## config.mk

```make
export PLATFORM = sky130hd
export DESIGN_NAME = hvac_ctrl
export DESIGN_NICKNAME = d
export VERILOG_FILES = /design/src/core/hvac_pkg.sv /design/src/core/hvac_ctrl.sv
export SDC_FILE = /design/constraint.sdc
export NUM_CORES = 1
export LEC_CHECK = 0
export CAP_MARGIN = 20
export CORE_ASPECT_RATIO = 1.1
export CORE_MARGIN = 2
export CORE_UTILIZATION = 58
export CTS_CLUSTER_SIZE = 25
export DETAILED_ROUTE_END_ITERATION = 12
export DONT_BUFFER_PORTS = 1
export GPL_TIMING_DRIVEN = 1
export PLACE_DENSITY_LB_ADDON = 0.15
export SETUP_SLACK_MARGIN = 0.1
export SLEW_MARGIN = 20
export SYNTH_ARGS = -nofsm -noshare
export SYNTH_HDL_FRONTEND = slang
export SYNTH_SLANG_ARGS = --single-unit
```

## constraint.sdc

```tcl
create_clock -name clock_i -period 7.9 [get_ports clock_i]
set_clock_uncertainty 0.15 [all_clocks]
set_input_delay 1.58 -clock clock_i [delete_from_list [all_inputs] [get_ports clock_i]]
set_output_delay 1.58 -clock clock_i [all_outputs]
set_load 0.02 [all_outputs]
```

## src/core/hvac_pkg.sv

```systemverilog
// shared constants and types of the wall controller logic
package hvac_pkg;
  // clock and time base
  localparam int CLK_PERIOD_NS = 40;
  localparam int NS_PER_S = 1_000_000_000;
  localparam int CYC_PER_S = NS_PER_S / CLK_PERIOD_NS;
  localparam int HOLD_S = 5;
  localparam int FLASH_S = 8;
  localparam int SWITCH_MIN = 15;
  localparam int SWITCH_S = SWITCH_MIN * 60;
  localparam int HOUR_S = 3600;
  // temperatures in whole degrees
  localparam logic [7:0] SET_MIN = 8'h11;
  localparam logic [7:0] SET_MAX = 8'h1e;
  localparam logic [7:0] SET_DEF = 8'h18;
  localparam logic signed [7:0] FROST_ON = 8'sh0a;
  localparam logic signed [7:0] FROST_OFF = 8'sh0f;
  localparam logic [7:0] PANEL_FROST = 8'h11;
  localparam logic [2:0] BAND_MIN = 3'h1;
  localparam logic [2:0] BAND_MAX = 3'h4;
  localparam logic [2:0] BAND_DEF = 3'h3;
  // filter reminder presets, in hours
  localparam logic [2:0] PRESET_MAX = 3'h4;
  localparam logic [2:0] PRESET_DEF = 3'h2;
  localparam logic [13:0] PRESET_HRS [5] = '{14'h0000, 14'h04e2, 14'h09c4, 14'h1388, 14'h2710};
  localparam logic [13:0] HOURS_SAT = 14'h3fff;
  // key inputs
  localparam int KEY_ONOFF = 0;
  localparam int KEY_MODE = 1;
  localparam int KEY_UP = 2;
  localparam int KEY_DOWN = 3;
  localparam int KEY_SWING = 4;
  localparam int KEY_FROST = 5;
  localparam int KEY_LOCK = 6;
  localparam int KEY_RESTR = 7;
  localparam int KEY_RESET = 8;
  localparam int KEY_CHECK = 9;
  localparam int KEY_OK = 10;
  localparam int KEY_CLOCK = 11;
  localparam int KEY_NUM = 12;
  localparam logic [11:0] KEYS_FREE = 12'h140;
  // fault codes: letter nibble and digit nibble
  localparam int FAULT_NUM = 10;
  localparam logic [7:0] FAULT_CODES [10] = '{8'he0, 8'he1, 8'he2, 8'he3, 8'he4,
                                              8'hed, 8'hef, 8'hf2, 8'hf3, 8'hf4};
  localparam logic [7:0] CODE_F1 = 8'hf1;
  // register byte offsets
  localparam logic [7:0] REG_STATUS = 8'h00;
  localparam logic [7:0] REG_SETTING = 8'h04;
  localparam logic [7:0] REG_HOURS = 8'h08;
  localparam logic [7:0] REG_REMOTE = 8'h0c;
  localparam logic [7:0] REG_FAULT = 8'h10;
  typedef enum logic [2:0] {MODE_AUTO, MODE_COOL, MODE_DRY, MODE_HEAT, MODE_FAN} mode_t;
  typedef enum logic [1:0] {RES_NONE, RES_COOL, RES_HEAT} restrict_t;
  typedef enum logic [1:0] {SETUP_NONE, SETUP_BAND, SETUP_FILTER} setup_t;
  typedef enum logic [1:0] {RUN_OFF, RUN_COOL, RUN_HEAT, RUN_FAN} run_t;
endpackage

```

## src/core/hvac_ctrl.sv

```systemverilog
// wall controller logic with AHB-Lite status and remote-command registers
//
// Register access over AHB-Lite and the address map were decided locally.
`timescale 1ns/1ps
`default_nettype none
// Behaviour
// setpoint keys act in auto/cool/dry/heat, 17..30
// swing key toggles swing while fan runs
// frost key enters; key or on/off exits, off
// frost: below 10 heat, led on, panel 17
// frost: above 15 stop heating, led off
// lock key toggles settings freeze
// restriction cycles none, cool-only, heat-only
// cool-only: mode cycles cool, dry, fan
// heat-only: heat is only mode
// reset key restarts, keeps settings
// three-pipe auto shows its own icon
// auto heats above band, cools below band
// auto changeover at most every 15 minutes
// band default 3, range 1..4, 5s entry
// other terminals cannot change auto mode
// two-pipe auto cools, fan forced auto
// filter due flashes F1 8s, again each power-on
// check plus ok clears reminder and hours
// check plus clock 5s: preset codes 0..4
// show two-character fault codes
// board switch picks two or three pipes
// mode cycle auto, cool, dry, heat, fan
// setpoint and band saturate at limits
// lock blocks all setting keys but lock
module hvac_ctrl #(
  parameter int SEC_CYCLES = hvac_pkg::CYC_PER_S
) (
  input wire logic clock_i,
  input wire logic sys_rst_i,
  input wire logic hsel_i,
  input wire logic [7:0] haddr_i,
  input wire logic [1:0] htrans_i,
  input wire logic hwrite_i,
  input wire logic [2:0] hsize_i,
  input wire logic [31:0] hwdata_i,
  input wire logic hready_i,
  output logic [31:0] hrdata_o,
  output logic hreadyout_o,
  output logic hresp_o,
  input wire logic [11:0] keys_i,
  input wire logic pipe_system_switch_i,
  input wire logic fan_running_i,
  input wire logic unit_running_i,
  input wire logic [9:0] faults_i,
  input wire logic signed [7:0] room_temp_i,
  output hvac_pkg::run_t run_mode_o,
  output hvac_pkg::mode_t mode_o,
  output logic [7:0] setpoint_temp_o,
  output logic power_o,
  output logic swing_o,
  output logic op_led_o,
  output logic frost_icon_o,
  output logic lock_icon_o,
  output logic three_pipe_icon_o,
  output logic fan_auto_forced_o,
  output logic [7:0] panel_code_o,
  output logic [7:0] fault_code_o
);
  import hvac_pkg::*;

  typedef struct packed {
    logic [11:0] kmeta;
    logic [11:0] ksync;
    logic [11:0] kprev;
    logic [3:0] pmeta;
    logic [3:0] psync;
    logic [9:0] emeta;
    logic [9:0] esync;
    logic power;
    logic frost;
    logic fheat;
    logic swing;
    logic lock;
    mode_t mode;
    restrict_t restr;
    logic [7:0] setp;
    logic [2:0] band;
    logic [2:0] preset;
    setup_t setup;
    logic act_heat;
    logic [9:0] swtmr;
    logic [31:0] seccnt;
    logic [2:0] hold_b;
    logic [2:0] hold_f;
    logic [11:0] hsec;
    logic [13:0] hours;
    logic due;
    logic [3:0] flash;
    logic prev_power;
    logic [2:0] remote;
    run_t run;
    logic [7:0] fcode;
    logic a_valid;
    logic a_write;
    logic [7:0] a_addr;
    logic [31:0] rdata;
  } state_t;

  state_t q;
  state_t d;
  logic [11:0] rise;
  logic [11:0] k;
  logic sec_tick;
  logic hour_evt;
  logic reach;
  logic two_pipe;
  logic signed [8:0] diff;
  logic signed [8:0] band_s;
  logic rem_wr;
  mode_t rem_mode;

  function automatic logic mode_ok(mode_t m, restrict_t r);
    case (r)
      RES_HEAT: mode_ok = (m == MODE_HEAT);
      RES_COOL: mode_ok = (m == MODE_COOL) || (m == MODE_DRY) || (m == MODE_FAN);
      default: mode_ok = 1'b1;
    endcase
  endfunction

  function automatic mode_t mode_next(mode_t m, restrict_t r);
    mode_next = MODE_AUTO;
    case (r)
      RES_HEAT: mode_next = MODE_HEAT;
      RES_COOL: begin
        case (m)
          MODE_COOL: mode_next = MODE_DRY;
          MODE_DRY: mode_next = MODE_FAN;
          default: mode_next = MODE_COOL;
        endcase
      end
      default: begin
        case (m)
          MODE_AUTO: mode_next = MODE_COOL;
          MODE_COOL: mode_next = MODE_DRY;
          MODE_DRY: mode_next = MODE_HEAT;
          MODE_HEAT: mode_next = MODE_FAN;
          default: mode_next = MODE_AUTO;
        endcase
      end
    endcase
  endfunction

  function automatic restrict_t restr_next(restrict_t r);
    case (r)
      RES_NONE: restr_next = RES_COOL;
      RES_COOL: restr_next = RES_HEAT;
      default: restr_next = RES_NONE;
    endcase
  endfunction

  always_comb begin
    d = q;
    // two-flop synchronisers for the key, pipe switch, fan, unit and fault pins
    d.kmeta = keys_i;
    d.ksync = q.kmeta;
    d.kprev = q.ksync;
    d.pmeta = {pipe_system_switch_i, fan_running_i, unit_running_i, 1'b0};
    d.psync = q.pmeta;
    d.emeta = faults_i;
    d.esync = q.emeta;
    rise = q.ksync & ~q.kprev;
    k = q.lock ? (rise & KEYS_FREE) : rise;
    two_pipe = q.psync[3];
    sec_tick = (q.seccnt == 32'(SEC_CYCLES - 1));
    d.seccnt = sec_tick ? 32'h0 : q.seccnt + 32'h1;

    // bus: address phase, then write in data phase
    rem_wr = q.a_valid && q.a_write && (q.a_addr == REG_REMOTE);
    rem_mode = mode_t'(hwdata_i[2:0]);
    d.a_valid = hsel_i && htrans_i[1] && hready_i;
    d.a_write = hwrite_i;
    d.a_addr = haddr_i;
    d.rdata = 32'h0;
    if (hsel_i && htrans_i[1] && hready_i && !hwrite_i) begin
      case (haddr_i)
        REG_STATUS: d.rdata = {8'h00, q.setp, q.setup, two_pipe, (q.flash != 4'h0), q.due,
                               q.act_heat, q.lock, q.swing, q.fheat, q.frost, q.power, q.restr, q.mode};
        REG_SETTING: d.rdata = {25'h0, q.preset, 1'b0, q.band};
        REG_HOURS: d.rdata = {18'h0, q.hours};
        REG_REMOTE: d.rdata = {29'h0, q.remote};
        REG_FAULT: d.rdata = {23'h0, (q.fcode != 8'h00), q.fcode};
        default: d.rdata = 32'h0;
      endcase
    end
    if (rem_wr) begin
      d.remote = hwdata_i[2:0];
      if (!q.lock && q.mode != MODE_AUTO && !q.frost && hwdata_i[2:0] <= 3'h4
          && mode_ok(rem_mode, q.restr)) begin
        d.mode = rem_mode;
      end
    end

    // power and frost protection
    if (k[KEY_ONOFF]) begin
      if (q.frost) begin
        d.frost = 1'b0;
        d.power = 1'b0;
      end else begin
        d.power = !q.power;
      end
    end
    if (k[KEY_FROST]) begin
      d.frost = !q.frost;
      d.power = !q.frost;
    end
    if (!d.frost) begin
      d.fheat = 1'b0;
    end else if (room_temp_i < FROST_ON) begin
      d.fheat = 1'b1;
    end else if (room_temp_i > FROST_OFF) begin
      d.fheat = 1'b0;
    end

    // swing, lock, restriction, mode
    if (k[KEY_SWING] && q.psync[2]) begin
      d.swing = !q.swing;
    end
    if (k[KEY_LOCK]) begin
      d.lock = !q.lock;
    end
    if (k[KEY_RESTR]) begin
      d.restr = restr_next(q.restr);
      if (!mode_ok(d.mode, d.restr)) begin
        d.mode = (d.restr == RES_HEAT) ? MODE_HEAT : MODE_COOL;
      end
    end
    if (k[KEY_MODE] && !q.frost) begin
      d.mode = mode_next(d.mode, d.restr);
    end

    // arrows: setpoint, band or preset
    case (q.setup)
      SETUP_BAND: begin
        if (k[KEY_UP] && q.band < BAND_MAX) d.band = q.band + 3'h1;
        if (k[KEY_DOWN] && q.band > BAND_MIN) d.band = q.band - 3'h1;
        if (k[KEY_OK]) d.setup = SETUP_NONE;
      end
      SETUP_FILTER: begin
        if (k[KEY_UP] && q.preset < PRESET_MAX) d.preset = q.preset + 3'h1;
        if (k[KEY_DOWN] && q.preset != 3'h0) d.preset = q.preset - 3'h1;
        if (k[KEY_OK]) d.setup = SETUP_NONE;
      end
      default: begin
        if (!q.frost && q.mode != MODE_FAN) begin
          if (k[KEY_UP] && q.setp < SET_MAX) d.setp = q.setp + 8'h01;
          if (k[KEY_DOWN] && q.setp > SET_MIN) d.setp = q.setp - 8'h01;
        end
      end
    endcase

    // five-second two-key holds enter setup
    if (q.lock || !(q.ksync[KEY_UP] && q.ksync[KEY_DOWN])) begin
      d.hold_b = 3'h0;
    end else if (sec_tick && q.hold_b != 3'(HOLD_S)) begin
      d.hold_b = q.hold_b + 3'h1;
      if (q.hold_b == 3'(HOLD_S - 1) && q.setup == SETUP_NONE) d.setup = SETUP_BAND;
    end
    if (q.lock || !(q.ksync[KEY_CHECK] && q.ksync[KEY_CLOCK])) begin
      d.hold_f = 3'h0;
    end else if (sec_tick && q.hold_f != 3'(HOLD_S)) begin
      d.hold_f = q.hold_f + 3'h1;
      if (q.hold_f == 3'(HOLD_S - 1) && q.setup == SETUP_NONE) d.setup = SETUP_FILTER;
    end

    // automatic changeover, three-pipe only
    diff = $signed({1'b0, q.setp}) - $signed({room_temp_i[7], room_temp_i});
    band_s = $signed({6'h00, q.band});
    if (sec_tick && q.swtmr != 10'(SWITCH_S)) d.swtmr = q.swtmr + 10'h001;
    if (q.power && !q.frost && q.mode == MODE_AUTO && !two_pipe && q.swtmr == 10'(SWITCH_S)) begin
      if (!q.act_heat && diff > band_s) begin
        d.act_heat = 1'b1;
        d.swtmr = 10'h000;
      end else if (q.act_heat && diff < band_s) begin
        d.act_heat = 1'b0;
        d.swtmr = 10'h000;
      end
    end

    // filter run-time accumulator and reminder
    hour_evt = 1'b0;
    if (sec_tick && q.psync[1]) begin
      d.hsec = q.hsec + 12'h001;
      if (q.hsec == 12'(HOUR_S - 1)) begin
        d.hsec = 12'h000;
        hour_evt = 1'b1;
        if (q.hours != HOURS_SAT) d.hours = q.hours + 14'h0001;
      end
    end
    reach = hour_evt && q.preset != 3'h0 && (d.hours >= PRESET_HRS[q.preset]);
    if (q.flash != 4'h0 && sec_tick) d.flash = q.flash - 4'h1;
    if (k[KEY_CHECK] || k[KEY_OK]) begin
      if (q.ksync[KEY_CHECK] && q.ksync[KEY_OK]) begin
        d.hours = 14'h0000;
        d.hsec = 12'h000;
        d.due = 1'b0;
        d.flash = 4'h0;
      end
    end
    d.prev_power = d.power;
    if ((reach && !q.due) || (d.power && !q.prev_power && (q.due || reach))) begin
      d.flash = 4'(FLASH_S);
    end
    if (reach) d.due = 1'b1;

    // hidden reset: restart timers, keep settings
    if (k[KEY_RESET]) begin
      d.setup = SETUP_NONE;
      d.hold_b = 3'h0;
      d.hold_f = 3'h0;
      d.seccnt = 32'h0;
      d.swtmr = 10'(SWITCH_S);
      d.flash = 4'h0;
    end

    // command to the indoor unit
    if (q.frost) begin
      d.run = q.fheat ? RUN_HEAT : RUN_OFF;
    end else if (!q.power) begin
      d.run = RUN_OFF;
    end else begin
      case (q.mode)
        MODE_AUTO: d.run = (two_pipe || !q.act_heat) ? RUN_COOL : RUN_HEAT;
        MODE_HEAT: d.run = RUN_HEAT;
        MODE_FAN: d.run = RUN_FAN;
        default: d.run = RUN_COOL;
      endcase
    end

    // fault display, lowest index wins
    d.fcode = (q.flash != 4'h0) ? CODE_F1 : 8'h00;
    for (int i = FAULT_NUM - 1; i >= 0; i--) begin
      if (q.esync[i]) d.fcode = FAULT_CODES[i];
    end
  end

  always_ff @(posedge clock_i or posedge sys_rst_i) begin
    if (sys_rst_i) begin
      q <= '0;
      q.setp <= SET_DEF;
      q.band <= BAND_DEF;
      q.preset <= PRESET_DEF;
      q.swtmr <= 10'(SWITCH_S);
    end else begin
      q <= d;
    end
  end

  assign hrdata_o = q.rdata;
  assign hreadyout_o = 1'b1;
  assign hresp_o = 1'b0;
  assign run_mode_o = q.run;
  assign mode_o = q.mode;
  assign setpoint_temp_o = q.setp;
  assign power_o = q.power;
  assign swing_o = q.swing;
  assign op_led_o = q.frost ? q.fheat : q.power;
  assign frost_icon_o = q.frost;
  assign lock_icon_o = q.lock;
  assign three_pipe_icon_o = q.power && !q.frost && q.mode == MODE_AUTO && !two_pipe;
  assign fan_auto_forced_o = q.power && !q.frost && q.mode == MODE_AUTO && two_pipe;
  assign panel_code_o = (q.frost && q.fheat) ? PANEL_FROST : 8'h00;
  assign fault_code_o = q.fcode;
endmodule // hvac_ctrl
`default_nettype wire

```

# --- After elaboration in Yosys (flattened, before gate mapping) ---
# Memories as Yosys holds them, arrays and structs flattened.
# Cells that the tools add are included.
# Widths: inputs -> output; s select.
op_classes:
  add_sub_neg: 14
  order_cmp: 12
  n_eq_ne: 37
  n_mux: 80
  bitwise_logic: 4
  n_reduce_logical: 84
ops:
  columns: ["cell", "n"]
  rows:
  - ["$pmux 24 s5", 1]
  - ["$mux 8", 13]
  - ["$mux 32", 2]
  - ["$mux 31", 2]
  - ["$mux 26", 2]
  - ["$mux 48", 1]
  - ["$mux 14", 3]
  - ["$logic_and 1x1->1", 41]
  - ["$mux 3", 12]
  - ["$mux 2", 17]
  - ["$mux 11", 3]
  - ["$add 32x1->32 const B", 1]
  - ["$eq 32x25->1 const B", 1]
  - ["$eq 8x4->1 const B", 3]
  - ["$eq 3x2->1 const B", 7]
  - ["$mux 10", 2]
  - ["$gt 8x5->1 const B", 2]
  - ["$lt 8x5->1 const B", 2]
  - ["$eq 3x3->1 const B", 5]
  - ["$add 14x1->14 const B", 1]
  - ["$ge 14x14->1", 1]
  - ["$ne 14x14->1 const B", 1]
  - ["$add 12x1->12 const B", 1]
  - ["$add 3x1->3 const B", 4]
  - ["other kinds (46)", 103]
totals:
  ff_bits: 222
  rom_bits: 112
  in_bits: 83
  out_inout_bits: 70
  word_cells: 266
  n_memories: 1
memory_table:
  columns: ["name", "words", "width", "rd", "rd_ports_with_merged_regs", "write_ports", "line", "source"]
  rows:
  - ["(name not given)", 8, 14, 1, 0, 0, "hvac_ctrl.sv:295", "reach = hour_evt && q.preset != 3'h0 && (d.hours >= PRESET_HRS[q.preset]);"]

# --- Logic depth before layout (Yosys ltp) ---
logic_depth:
  word_depth: 19
  mapped_depth: 18
  ltp_nobuf: 17

# --- Worst setup path after synthesis ---
# Ideal clock, no wire load.
synth_timing:
  path_kind: "register to register"
  startpoint: "register q[93] (netlist bit)"
  endpoint: "register q[57] (netlist bit)"
  setup_ps: 94
  arrival_ps: 3762
  required_ps: 7656
  setup_slack_ps: 3894
  stages_incl_launch_ff: 18
  n_path_buf: 1
  synth_period_minus_slack_ps: 4006
  cell_sequence: "dfrtp_1 ha_1 and3_1 nand3_2 or4_1 buf_2 nor2b_4 and3_4 nand4_2 xnor2_2 ha_1 nor2b_1 o31ai_1 a211oi_1 o31a_1 o21ai_0 nand4_1 a211oi_1"
synth_lines:
  columns: ["item", "line", "source"]
  rows:
  - ["start, declared", "hvac_ctrl.sv:105", "state_t q;"]

==> summary.txt <==
Logic synthesis
  – #FFs+latches synth: 212
  – Mean Syn Cell Area: between 10 and 15 sq um
  – Top cell type's share of synthesized area: 46.1%
  – Most area-consuming cells after synthesis: dfrtp_1 (46%), ha_1 (6.6%), buf_4 (4.2%)
  – Most frequently used flop master after synthesis: dfrtp_1
  – Post-synth EDFFs: 0
  – Seq/Total Area, Yosys: 48.3%
  – Synth area leader: dfrtp_1
  – Mapped Cells: 1083
  – Synth warn: 0
  – Post-Synthesis Cell Area: around 11000 sq um
  – Post-synth ARST share: 100%
  – Yosys cell types: between 70 and 80

Detailed routing
  – Avg Vias per Cell: 5.67
  – WL final: 22.4 mm
  – Routed len/inst: 17.3 um
  – Drt initial violations: 350
  – Antenna Nets Post-Route: 0
  – First drt pass iteration count: 7
  – Via count: 7358
  – Drc violations: 0

Critical path
  – Crit-path cells: ha_1, and3_1, nand3_2, or4_1, nor2b_4, and3_4, nand4_2, xnor2_2, ha_1, nor2b_1, o31ai_1, a211oi_1, o31a_1, o21ai_0, nand4_1, a211oi_1
  – CP endpoint kind: register
  – CP Data Arrival Time: just under 5000 ps
  – Slowest cell on the critical path: or4_1
  – Max stage delay on crit path: 720 ps
  – Crit Path Class: register to register
  – Startpoint types: register
  – FF-to-FF Start: q[93]
  – Crit path max fanout: 6
  – Worst Setup SP: q[93]
  – Reg2reg path depth: 16
  – Worst EP required: between 8000 and 9000 ps
  – R2R setup slack: around 3200 ps

Finish
  – Final instance area: 11600 sq um
  – Antenna cells: 0
  – Layout fillers: ~1.5k
  – Final nets: 1183
  – Area grow syn2layout: 5.47%
  – Share of layout cells above drive strength 1: slightly below 8%

Floorplan
  – I/O pins: 153
  – CORE AREA: between 15000 and 20000 sq um
  – Die width: approximately 140 um
  – Row cnt: 52
  – Starting Density: 59.4%
  – Die Ht: 149 um
  – DIE AREA: 20100 sq um

Timing
  – Minimum clock period: roughly 4700 ps
  – Slew Limit Headroom: a little under a quarter
  – Hold_ws: 184 ps
  – RSZ-0062 raised after global routing: no
  – Final Hold Viols: 0
  – Peak Freq: 213 MHz
  – Worst slew pin tran: 1150 ps
  – Fin. max-slew vios: 0
  – Setup TNS: 0 ps
  – Tcrit/Tclk final: 59.4%
  – Setup violation total in the final timing report: 0

Clock tree
  – Root buffer cell: clkbuf_16
  – Worst-path clk slew: 60 ps
  – CTS HTree Levels: 1
  – CTS tree: built
  – Num CTS Buffers: 22
  – Clock Path Buffers: 3
  – Hold-fix buffers, CTS: 0
  – Worst skew pair latency: 520 ps
  – Buffer count from post-CTS setup fixing: 0
  – Post-CTS Resized: 0
  – Clock Sinks: 212

Hold path
  – Min-Delay Path Class: register to register
  – Min-delay src: d[167]
  – Hold Path Depth: 0

Global routing
  – Met1 GRT Util: 31.3%
  – Top Usage Layer GRT: met2
  – Largest net degree at the start of global routing: 137
  – Antenna violations before repair: 0
  – GR Util met3: under 10%
  – Remaining global-route overflow: 0
  – GRT Overall Usage: 22.7%
  – First-pass GRT wire length: 36.3 mm
  – Vias in the first global route: 7148
  – Met2 GRT Util: 37.8%

Placement
  – IO Port Bufs: 0
  – Total placed instance area: 10900 sq um
  – Hpwl dp: 16.1 mm
  – Placer's final routability congestion estimate: between 0.8 and 0.9

Flow run
  – Number of max-cap violations: 0

Power
  – Power density cells: 251 nW/um^2
  – Maximum VDD drop: 204 uV
  – Leak Pwr: about 5.3 nW

Run status
  – Status: complete, no violations
per-layer routing:
| metal | up-vias | wire (um) |
|---|---|---|
| met5 | - | 0 |
| met4 | 0 | 491 |
| met3 | 30 | 1080 |
| met2 | 149 | 10700 |
| met1 | 3600 | 10100 |
| li1 | 3579 | - |
synth_stat cells, types with 5 or more instances:
cell      instances
nor2b_1          16
nand4_1          16
clkbuf_1         14
dfrtp_1         203
and2_1           19
xnor2_1          45
o21ai_0          30
nor2_1          114
nand2_1          88
and3_1           30
a21oi_1          41
xor2_1           35
mux2_2            8
nor3_1           26
a22oi_1          12
and3b_1           5
buf_2             7
nand3_1          33
dfstp_2           9
o31ai_1           9
nor3b_1           5
and4_1            7
a21o_1            6
or3_1             7
buf_4            62
ha_1             58
nor4_1           19
inv_1            48
nand2b_1          9
mux2i_1          16
worst paths after layout:
path / end
max in group asynchronous: d[167]
setup / recovery: q[57]
min in group asynchronous: q[118]
hold reg to reg: q[167]
setup reg to reg: q[57]
hold / removal: q[167]
flip-flops by register name, summed over array words and instances (netlist names), 2 cells and up:
name / cells
q: 126
mode_o: 3
d: 37
setpoint_temp_o: 8
band_s: 3
run_mode_o: 2
hrdata_o: 24
fault_code_o: 6
area by class of cell:
class                      instances  area [sq um]  area share (%)
tap                              243           304            2.62
inverter                          48           188            1.62
sequential                       212          5320            45.8
clock buffer                      30           652            5.61
timing repair buffer               5          37.5           0.323
multi-input combinational        750          5010            43.1
clock inverter                    10           113           0.969
per-stage QoR:
step / setup slack [ps] / power, mW / instances / utilization (%)
detailed placement: 3250 / 1.86 / 1258 / 58.5
finish: 3200 / 2.92 / 1298 / 62.7
global placement: 3320 / 1.85 / 1258 / 58.5
floorplan: 391 / 1.76 / 1097 / -
global route: 2940 / 3.07 / 1298 / 62.7
CTS: 3200 / 2.94 / 1298 / 62.7
cells by family (layout without fill, tap and decap cells):
logic type | Yosys count | in the layout | share of synthesized area [%]
simple gates | 427 | 427 | 20.4
flops | 212 | 212 | 48.3
compound gates | 137 | 137 | 8.12
buf+inv | 135 | 93 | 6.80
xor+xnor | 82 | 82 | 6.66
fa+ha+maj | 61 | 61 | 7.13
mux | 27 | 27 | 2.58
other cells | 2 | 16 | 0.0682
placed cells by master (no fill, tap or decap), drive strengths merged, types with 16 or more instances in the layout:
cell	instances
dfrtp	203
nor2	114
nand2	89
ha	58
inv	49
xnor2	47
a21oi	41
xor2	35
nand3	34
o21ai	33
and3	31
clkbuf	30
nor3	29
and2	19
nor4	19
nor2b	17
nand4	17
mux2i	16
conb	16
worst max-delay path: cells and delay by family (launching register included):
kind,cells,cell delay [ps]
adder cells (fa/ha/maj),2,540
AND/OR/NAND/NOR,8,2080
XOR/XNOR,1,180
flip-flops,1,380
AO/OA/AOI/OAI,5,1280
report_power, final:
| part | switching [mW] | internal (mW) |
|---|---|---|
| Sequential | 0.148 | 1.16 |
| Combinational | 0.324 | 0.214 |
| Clock | 0.424 | 0.645 |
Power figures use the tool's default switching activity.
